==> config.mk <==
export PLATFORM = sky130hd
export DESIGN_NAME = msnf_top
export DESIGN_NICKNAME = d
export VERILOG_FILES = /design/src/include/msnf_pkg.sv /design/src/msnf_muldiv.sv /design/src/msnf_shift_step.sv /design/src/msnf_top.sv
export SDC_FILE = /design/constraint.sdc
export NUM_CORES = 2
export LEC_CHECK = 0
export BUFFER_PORTS_ARGS = -buffer_cell sky130_fd_sc_hd__buf_4
export CORE_UTILIZATION = 55
export CTS_CLUSTER_DIAMETER = 60
export DETAILED_ROUTE_END_ITERATION = 7
export PLACE_DENSITY = 0.74
export SYNTH_ARGS = -nofsm -noshare
export SYNTH_HDL_FRONTEND = slang
export SYNTH_SLANG_ARGS = --single-unit
==> constraint.sdc <==
create_clock -name aclk -period 83.7 [get_ports aclk]
set_input_delay 0 -clock aclk [delete_from_list [all_inputs] [get_ports aclk]]
set_output_delay 0 -clock aclk [all_outputs]
set_load 0.01 [all_outputs]
==> src/include/msnf_pkg.sv <==
// Constants, types and register map of the shift/normalize block
package msnf_pkg;

  // Bus geometry
  localparam int unsigned ADDR_W = 8;

  // Register byte offsets on the AXI4-Lite bus
  localparam logic [7:0] OFS_OPND0 = 8'h00;
  localparam logic [7:0] OFS_OPND1 = 8'h04;
  localparam logic [7:0] OFS_OPND2 = 8'h08;
  localparam logic [7:0] OFS_OPND3 = 8'h0c;
  localparam logic [7:0] OFS_OPND4 = 8'h10;
  localparam logic [7:0] OFS_OPND5 = 8'h14;
  localparam logic [7:0] OFS_CTL   = 8'h18;

  // Internal register selects
  localparam logic [2:0] SEL_B0   = 3'h0;
  localparam logic [2:0] SEL_B1   = 3'h1;
  localparam logic [2:0] SEL_B2   = 3'h2;
  localparam logic [2:0] SEL_B3   = 3'h3;
  localparam logic [2:0] SEL_B4   = 3'h4;
  localparam logic [2:0] SEL_B5   = 3'h5;
  localparam logic [2:0] SEL_CTL  = 3'h6;
  localparam logic [2:0] SEL_NONE = 3'h7;

  // Control register field positions
  localparam int unsigned CNT_MSB = 4;
  localparam int unsigned DIR_BIT = 5;
  localparam int unsigned OVF_BIT = 6;
  localparam int unsigned ERR_BIT = 7;

  // Reset values
  localparam logic [7:0] OPND_RST = 8'h00;
  localparam logic [4:0] CNT_RST  = 5'h00;

  // Shifter pacing in shifts per machine cycle (one aclk each), normalize shift limit, and write counts that select the multiply or divide kind
  localparam logic [2:0] STEP_FIRST = 3'h4;
  localparam logic [2:0] STEP_NEXT  = 3'h6;
  localparam logic [4:0] NORM_MAX   = 5'h1f;
  localparam logic [2:0] SEQ_DIV32  = 3'h4;
  localparam logic [2:0] SEQ_SHORT  = 3'h2;

  // AXI responses
  localparam logic [1:0] RESP_OKAY   = 2'h0;
  localparam logic [1:0] RESP_SLVERR = 2'h2;

  // Operation kind selected by the write order
  typedef enum logic [2:0] {
    OP_NONE, OP_SHIFT, OP_MUL, OP_DIV16, OP_DIV32
  } msnf_op_e;

  // Result of a multiply or divide
  typedef struct packed {
    logic [31:0] lo;
    logic [15:0] rem;
    logic        ovf;
  } msnf_md_res_s;

endpackage : msnf_pkg

==> src/msnf_muldiv.sv <==
// Single-cycle multiply and divide on the operand bytes
module msnf_muldiv
  import msnf_pkg::*;
(
  input  wire logic [31:0]  a32,
  input  wire logic [15:0]  d16,
  input  msnf_op_e          kind,
  output msnf_md_res_s      r
);

  logic [31:0] prod;

  // Divide by zero yields an all-ones quotient and keeps the dividend's low 16 bits as remainder
  always_comb begin
    r    = '0;
    prod = a32[15:0] * d16;
    case (kind)
      OP_MUL: begin
        r.lo  = prod;
        r.ovf = |prod[31:16];
      end
      OP_DIV16: begin
        if (d16 == 16'h0000) begin
          r.lo  = {a32[31:16], 16'hffff};
          r.rem = a32[15:0];
          r.ovf = 1'b1;
        end else begin
          r.lo  = {a32[31:16], a32[15:0] / d16};
          r.rem = a32[15:0] % d16;
        end
      end
      OP_DIV32: begin
        if (d16 == 16'h0000) begin
          r.lo  = 32'hffffffff;
          r.rem = a32[15:0];
          r.ovf = 1'b1;
        end else begin
          r.lo  = a32 / {16'h0000, d16};
          r.rem = 16'(a32 % {16'h0000, d16});
        end
      end
      default: r = '0;
    endcase
  end

endmodule : msnf_muldiv

==> src/msnf_shift_step.sv <==
// One machine cycle of the operand shifter
module msnf_shift_step
  import msnf_pkg::*;
(
  input  wire logic [31:0] val,
  input  wire logic        right,
  input  wire logic        norm,
  input  wire logic [2:0]  amt,
  output logic      [31:0] res,
  output logic      [2:0]  done
);

  // Up to six single-bit shifts; normalize stops once the MSB is set
  always_comb begin
    res  = val;
    done = 3'h0;
    for (int i = 0; i < 6; i++) begin
      if (3'(i) < amt && (!norm || !res[31])) begin
        res  = right ? (res >> 1) : (res << 1); // zero fill
        done = done + 3'h1;
      end
    end
  end

endmodule : msnf_shift_step

==> src/msnf_top.sv <==
// Shift/normalize path, operand bytes, flags and AXI4-Lite slave

// Contract
// - Control write with nonzero count starts shift
// - Zero count in control write means normalize
// - Shifts fill zeros at vacated operand end
// - Four shifts first cycle, six afterwards
// - Shift or normalize ends within six cycles
// - Byte 0-3 read or byte 0 write while busy sets error flag
// - Overflow on div zero, big product, normalize with MSB already set
// - Operations without overflow condition clear it
// - Software cannot write the overflow flag
// - Byte 0 write arms sequence monitoring
// - Final result read disarms monitoring
// - Byte 0 rewrite while armed sets error
// - Error flag read-only, cleared by read
// - Illegal reads never corrupt the result
// - Normalize shifts left until MSB set
// - Count field returns normalize shift count
// - Byte 0 write resets unit, starts monitoring
// - Byte 5 write starts selected mul/div
module msnf_top
  import msnf_pkg::*;
(
  input  wire logic              aclk,
  input  wire logic              aresetn,
  input  wire logic [ADDR_W-1:0] awaddr,
  input  wire logic              awvalid,
  output logic                   awready,
  input  wire logic [31:0]       wdata,
  input  wire logic [3:0]        wstrb,
  input  wire logic              wvalid,
  output logic                   wready,
  output logic      [1:0]        bresp,
  output logic                   bvalid,
  input  wire logic              bready,
  input  wire logic [ADDR_W-1:0] araddr,
  input  wire logic              arvalid,
  output logic                   arready,
  output logic      [31:0]       rdata,
  output logic      [1:0]        rresp,
  output logic                   rvalid,
  input  wire logic              rready
);

  // Operand bytes 0..5 and control state
  logic [7:0]        opnd [6];
  logic              aw_done;
  logic              w_done;
  logic [ADDR_W-1:0] awaddr_q;
  logic [7:0]        wbyte;
  logic              wstrb0;
  logic              dir;
  logic [4:0]        count;
  logic              ovf;
  logic              err;
  logic              armed;
  msnf_op_e          op;
  logic [2:0]        seq_cnt;
  logic              seq_b4_first;
  logic              busy;
  logic              first;
  logic              norm;
  logic [4:0]        remain;

  // Combinational decode and datapath values
  logic              do_wr;
  logic [2:0]        wsel;
  logic [2:0]        rsel;
  logic              wr_hit;
  logic              rd_hit;
  logic              w_b0;
  logic              w_b5;
  logic              w_ctl;
  logic              w_mid;
  logic              rd_final;
  logic              err_set;
  logic              err_clr;
  msnf_op_e          seq_op;
  logic              md_start;
  msnf_md_res_s      md_res;
  logic [2:0]        base;
  logic [2:0]        amt;
  logic [31:0]       step_res;
  logic [2:0]        step_done;
  logic [4:0]        remain_n;
  logic              fin;
  logic [31:0]       rd_word;

  // Address to register select; anything else is unmapped
  function automatic logic [2:0] reg_sel(input logic [ADDR_W-1:0] a);
    if (a == OFS_OPND0) begin
      reg_sel = SEL_B0;
    end else if (a == OFS_OPND1) begin
      reg_sel = SEL_B1;
    end else if (a == OFS_OPND2) begin
      reg_sel = SEL_B2;
    end else if (a == OFS_OPND3) begin
      reg_sel = SEL_B3;
    end else if (a == OFS_OPND4) begin
      reg_sel = SEL_B4;
    end else if (a == OFS_OPND5) begin
      reg_sel = SEL_B5;
    end else if (a == OFS_CTL) begin
      reg_sel = SEL_CTL;
    end else begin
      reg_sel = SEL_NONE;
    end
  endfunction : reg_sel

  // Register access events; only byte lane 0 carries data
  assign do_wr  = aw_done & w_done & ~bvalid;
  assign wsel   = reg_sel(awaddr_q);
  assign rsel   = reg_sel(araddr);
  assign wr_hit = do_wr & wstrb0;
  assign rd_hit = arvalid & arready;
  assign w_b0   = wr_hit && (wsel == SEL_B0);
  assign w_b5   = wr_hit && (wsel == SEL_B5);
  assign w_ctl  = wr_hit && (wsel == SEL_CTL);
  assign w_mid  = wr_hit && (wsel >= SEL_B1) && (wsel <= SEL_B4);

  // Operation kind implied by the writes since byte 0
  always_comb begin
    seq_op = OP_NONE;
    if (seq_cnt == SEQ_DIV32) begin
      seq_op = OP_DIV32;
    end else if (seq_cnt == SEQ_SHORT) begin
      seq_op = seq_b4_first ? OP_MUL : OP_DIV16;
    end
  end

  // A stray byte 5 write that matches no order starts nothing
  assign md_start = w_b5 && armed && (op == OP_NONE) &&
                    (seq_op != OP_NONE);

  msnf_muldiv u_muldiv (
    .a32  ({opnd[3], opnd[2], opnd[1], opnd[0]}),
    .d16  ({wbyte, opnd[4]}),
    .kind (seq_op),
    .r    (md_res)
  );

  // Shift amount this cycle, never past the programmed count
  assign base = first ? STEP_FIRST : STEP_NEXT;
  assign amt  = (remain < {2'h0, base}) ? remain[2:0] : base;

  msnf_shift_step u_step (
    .val   ({opnd[3], opnd[2], opnd[1], opnd[0]}),
    .right (dir & ~norm),
    .norm  (norm),
    .amt   (amt),
    .res   (step_res),
    .done  (step_done)
  );

  // Normalize also ends once the MSB is one
  assign remain_n = remain - {2'h0, step_done};
  assign fin = norm ? ((remain_n == 5'h00) || step_res[31] ||
                       (step_done < amt))
                    : (remain_n == 5'h00);

  // Shift engine: 31 shifts take 4+6*4+3, so six cycles at most
  always_ff @(posedge aclk) begin
    if (!aresetn) begin
      busy   <= 1'b0;
      first  <= 1'b0;
      norm   <= 1'b0;
      remain <= CNT_RST;
    end else if (w_b0) begin
      busy <= 1'b0;
    end else if (w_ctl) begin
      busy   <= 1'b1;
      first  <= 1'b1;
      norm   <= (wbyte[CNT_MSB:0] == 5'h00);
      remain <= (wbyte[CNT_MSB:0] == 5'h00) ? NORM_MAX
                                           : wbyte[CNT_MSB:0];
    end else if (busy) begin
      first  <= 1'b0;
      remain <= remain_n;
      if (fin) begin
        busy <= 1'b0;
      end
    end
  end

  // Operand bytes; reads never touch them, so results survive
  // out-of-order or early reads
  always_ff @(posedge aclk) begin
    if (!aresetn) begin
      for (int i = 0; i < 6; i++) begin
        opnd[i] <= OPND_RST;
      end
    end else begin
      if (wr_hit && (wsel <= SEL_B5)) begin
        opnd[wsel] <= wbyte;
      end
      if (busy && !w_b0) begin
        opnd[0] <= step_res[7:0];
        opnd[1] <= step_res[15:8];
        opnd[2] <= step_res[23:16];
        opnd[3] <= step_res[31:24];
      end
      if (md_start) begin
        opnd[0] <= md_res.lo[7:0];
        opnd[1] <= md_res.lo[15:8];
        opnd[2] <= md_res.lo[23:16];
        opnd[3] <= md_res.lo[31:24];
        if (seq_op != OP_MUL) begin
          opnd[4] <= md_res.rem[7:0];
          opnd[5] <= md_res.rem[15:8];
        end
      end
    end
  end

  // Direction and count; count reports normalize shifts at the end
  always_ff @(posedge aclk) begin
    if (!aresetn) begin
      dir   <= 1'b0;
      count <= CNT_RST;
    end else if (w_ctl) begin
      dir   <= wbyte[DIR_BIT];
      count <= wbyte[CNT_MSB:0];
    end else if (busy && norm && fin && !w_b0) begin
      count <= NORM_MAX - remain_n;
    end
  end

  // Overflow is decided at each start; bus writes never reach it
  always_ff @(posedge aclk) begin
    if (!aresetn) begin
      ovf <= 1'b0;
    end else if (w_ctl) begin
      ovf <= (wbyte[CNT_MSB:0] == 5'h00) && opnd[3][7];
    end else if (md_start) begin
      ovf <= md_res.ovf;
    end
  end

  // Error events; a set in the clearing cycle wins
  assign err_set = (w_b0 && armed) ||
                   (busy && ((rd_hit && (rsel <= SEL_B3)) ||
                             w_b0));
  assign err_clr = rd_hit && (rsel == SEL_CTL);
  assign rd_final = rd_hit &&
                    (((rsel == SEL_B3) &&
                      ((op == OP_SHIFT) || (op == OP_MUL))) ||
                     ((rsel == SEL_B5) &&
                      ((op == OP_DIV16) || (op == OP_DIV32))));

  // Error flag, cleared by reading the control register
  always_ff @(posedge aclk) begin
    if (!aresetn) begin
      err <= 1'b0;
    end else begin
      err <= err_set | (err & ~err_clr);
    end
  end

  // Monitor arming and operation kind
  always_ff @(posedge aclk) begin
    if (!aresetn) begin
      armed <= 1'b0;
      op    <= OP_NONE;
    end else if (w_b0) begin
      armed <= 1'b1;
      op    <= OP_NONE;
    end else if (w_ctl) begin
      op <= OP_SHIFT;
    end else if (md_start) begin
      op <= seq_op;
    end else if (rd_final) begin
      armed <= 1'b0;
      op    <= OP_NONE;
    end
  end

  // Write order tracking between byte 0 and byte 5
  always_ff @(posedge aclk) begin
    if (!aresetn) begin
      seq_cnt      <= 3'h0;
      seq_b4_first <= 1'b0;
    end else if (w_b0) begin
      seq_cnt      <= 3'h0;
      seq_b4_first <= 1'b0;
    end else if (w_mid) begin
      if (seq_cnt != 3'h7) begin
        seq_cnt <= seq_cnt + 3'h1; // Saturates, never wraps
      end
      if (wsel == SEL_B4 && seq_cnt == 3'h0) begin
        seq_b4_first <= 1'b1;
      end
    end
  end

  // Read data; unused upper bits read as zero
  always_comb begin
    rd_word = 32'h00000000;
    if (rsel <= SEL_B5) begin
      rd_word = {24'h000000, opnd[rsel]};
    end else if (rsel == SEL_CTL) begin
      rd_word = {24'h000000, err, ovf, dir, count};
    end
  end

  // Write channels: address and data taken in either order,
  // response one cycle after both are held
  always_ff @(posedge aclk) begin
    if (!aresetn) begin
      awready  <= 1'b1;
      wready   <= 1'b1;
      aw_done  <= 1'b0;
      w_done   <= 1'b0;
      awaddr_q <= '0;
      wbyte    <= 8'h00;
      wstrb0   <= 1'b0;
      bvalid   <= 1'b0;
      bresp    <= RESP_OKAY;
    end else begin
      if (awvalid && awready) begin
        aw_done  <= 1'b1;
        awaddr_q <= awaddr;
        awready  <= 1'b0;
      end
      if (wvalid && wready) begin
        w_done <= 1'b1;
        wbyte  <= wdata[7:0];
        wstrb0 <= wstrb[0];
        wready <= 1'b0;
      end
      if (do_wr) begin
        bvalid  <= 1'b1;
        bresp   <= (wsel == SEL_NONE) ? RESP_SLVERR : RESP_OKAY;
        aw_done <= 1'b0;
        w_done  <= 1'b0;
      end
      if (bvalid && bready) begin
        bvalid  <= 1'b0;
        awready <= 1'b1;
        wready  <= 1'b1;
      end
    end
  end

  // Read channel: data registered one cycle after the address
  always_ff @(posedge aclk) begin
    if (!aresetn) begin
      arready <= 1'b1;
      rvalid  <= 1'b0;
      rdata   <= 32'h00000000;
      rresp   <= RESP_OKAY;
    end else begin
      if (rd_hit) begin
        rvalid  <= 1'b1;
        rdata   <= rd_word;
        rresp   <= (rsel == SEL_NONE) ? RESP_SLVERR : RESP_OKAY;
        arready <= 1'b0;
      end
      if (rvalid && rready) begin
        rvalid  <= 1'b0;
        arready <= 1'b1;
      end
    end
  end

endmodule : msnf_top

==> flow_summary_export.csv <==
group,metric,value,unit
route,drt-pass1-iter-count,8,
grt,overflow,0,
worst_setup_path,cp-startpoint,"opnd[4][6]",
cts,cts_made_buffers,9,
cells_and_area,nNetsFinal,7573,
sta,min_period,80280,ps
route,wire_per_inst,21.5,µm
worst_setup_path,path_max_fanout,8,
floorplan,rows,106,
cells_and_area,layout_common_cells,"nand2_1, ha_1, nor2_1",
cells_and_area,seq_area,2600,µm²
worst_hold_path,worstHoldPathCells,3,
worst_setup_path,crit_required,83780,ps
sta,drv_slew,0,
synthesis,synthCells,6559,
sta,timing.final.ws_setup,3420,ps
cts,root_buffer,"clkbuf_16",
cts,cts_max_path_buffers,2,
grt,grt_max_degree,80,
grt,grt_pass1_vias,46900,
floorplan,dieWidth,293,µm
worst_setup_path,r2r_end,"opnd[4][5]",
cells_and_area,multiInputGateArea,42500,µm²
worst_setup_path,startpoint_type,"register",
floorplan,fp.dieH,293,µm
place,numPortBuffers,46,
worst_setup_path,crit_top_cell,"o21a_1",
synthesis,post_synth.cell_area_avg,7.08,µm²
route,route.vias.total,51300,
sta,slew_headroom,0.0651,
route,wl,167,mm
worst_setup_path,critPathSlowestCell,"or4_4",
cts,cts_tree,"yes",
worst_hold_path,min_path_type,"input pin to register",
place,dp_hpwl,122,mm
synthesis,ys_ff_latch,106,
sta,worst_pin_slew,1370,ps
route,vias_per_cell,6.62,
cells_and_area,mostFrequentLayoutCell,"nand2_1",
synthesis,synthFlopType,"dfxtp_1",
cts,clock_latency,370,ps
cts,cts_htree_levels,3,
sta,max_clock_freq,12.5,MHz
worst_setup_path,rrSetupSlack,3420,ps
flow_run,drv_cap,0,
synthesis,synthArstFlopShare,0,
run_status,outcome,"complete, no violations",
synthesis,synth_area,46400,µm²
worst_setup_path,crit_path_end,"opnd[4][5]",
sta,post-route-period-util,0.959,
synthesis,synth_edf_count,48,
grt,grt_usage,0.368,
worst_setup_path,rr_startpoint,"opnd[4][6]",
worst_setup_path,path_class,"register to register",
route,drc,0,
worst_setup_path,ff2ff_path_depth,408,
synthesis,ys_warn_count,0,
floorplan,coreArea,83600,µm²
grt,grt_pass1_wl,254,mm
sta,skew,13.5,ps
sta,final-setup-viol-count,0,
floorplan,io_pins,100,
grt,antenna_found_initial,3,
route,drt_iter0_markers,5590,
worst_setup_path,max_stage_delay,620,ps
cts,clkTransAtPathRegs,90,ps
floorplan,initial_core_util,0.556,
sta,hold_violations,0,
cells_and_area,area_delta_synth_final,11.2,%
floorplan,die_area,85600,µm²
worst_setup_path,cp-end-kind,"register",
synthesis,yosysSeqAreaShare,0.0560,
cells_and_area,fill_cells,7546,
cells_and_area,drive_gt1_frac,0.134,
place,place.gp.congestion,0.997,
synthesis,synth_cell_types,121,
worst_setup_path,critPathArrivalTime,80360,ps
cts,clock-sinks,106,
route,ant_nets,0,
place,dp_slack,757,ps
cells in the mapped netlist (35+ instances only):
cell type,n,area share
nor3_1,336,0.036
o31ai_1,186,0.030
ha_1,648,0.17
a31oi_1,70,0.0094
nand3_1,135,0.015
and2_1,86,0.012
clkbuf_1,293,0.024
xnor2_1,150,0.028
mux2i_1,115,0.025
a211oi_1,81,0.013
or3_1,49,0.0066
mux2_2,107,0.026
xor2_1,107,0.020
and3_1,35,0.0047
buf_1,37,0.0030
o21ai_0,429,0.046
nor2b_1,51,0.0069
inv_1,350,0.028
nand2_1,808,0.065
edfxtp_1,48,0.031
or2_2,52,0.0070
nand2b_1,64,0.0086
nand4_1,48,0.0065
a21o_1,126,0.020
a21oi_1,468,0.050
o21a_1,266,0.043
dfxtp_1,58,0.025
o211ai_1,53,0.0086
fa_1,197,0.085
nor2_1,599,0.048
cell families after synthesis:
| family | after synthesis | share of synthesized area |
|---|---|---|
| xor gates and xnor gates | 257 | 0.0485 |
| and+or+nand+nor | 2371 | 0.236 |
| other | 1 | 0.0000808 |
| muxes | 223 | 0.0510 |
| AOI/OAI and AO/OA | 2020 | 0.285 |
| adders and majority gates | 847 | 0.260 |
| buffers and inverters | 734 | 0.0629 |
| DFF | 106 | 0.0560 |
what timing repair did:
item / in CTS / in global routing
hold endpoints to repair: 26 / 0
setup buffers: 0 / 79
hold buffers: 33 / 0
endpoints found under the setup margin: 0 / 18
resized for setup: 0 / 270
worst min-delay path by stage:
stage,end,startpoint,slack (ps)
2_1_floorplan,wready,wvalid,100
3_3_place_gp,wready,wvalid,200
3_5_place_dp,wready,wvalid,210
4_1_cts,rdata[3],araddr[4],10
5_1_grt,rdata[3],araddr[4],40
6_report,rdata[3],araddr[4],20
critical path: cells and delay by family (launching register included):
| family | cells | cell delay, ps |
|---|---|---|
| AOI/OAI and AO/OA | 251 | 46980 |
| adders and majority gates | 31 | 9190 |
| buffers and inverters | 17 | 2550 |
| DFF | 1 | 530 |
| muxes | 9 | 3090 |
| and+or+nand+nor | 100 | 17530 |
final cells by class:
cell class | count | area share
diodes | 4 | 0.000194
clock buffers | 9 | 0.00436
multi-input cells | 5746 | 0.823
flip-flops and latches | 106 | 0.0504
repair buffers | 445 | 0.0677
well taps | 1080 | 0.0262
inverters | 361 | 0.0263
clock inverters | 7 | 0.00172
state kept, by name, summed over array words and instances, names as in the netlist, 3 cells and up:
signal / count
opnd: 48
op: 3
seq_cnt: 3
rdata: 8
count: 5
wbyte: 8
awaddr_q: 8
remain: 5
routing by layer:
metal | vias up | routed length, µm | global-route usage
li1 | 24000 | - | -
met1 | 24100 | 65900 | 0.473
met2 | 2610 | 73500 | 0.595
met3 | 647 | 17100 | 0.0589
met4 | 6 | 10400 | 0.184
met5 | - | 34 | 0
metrics by stage:
stage          TNS (ps)  cell area [µm²]  hold WS (ps)  utilization  cells
2_1_floorplan         0            46800           100            -   6584
3_3_place_gp          0            49100           202        0.587   7618
3_5_place_dp          0            49100           209        0.587   7618
4_1_cts               0            49700          11.0        0.595   7667
5_1_grt           -9630            51600          38.4        0.618   7754
6_report              0            51600          18.4        0.618   7758
Power is not shown: default switching activity piles up to over one toggle a cycle in this logic, so the estimate is an artifact.
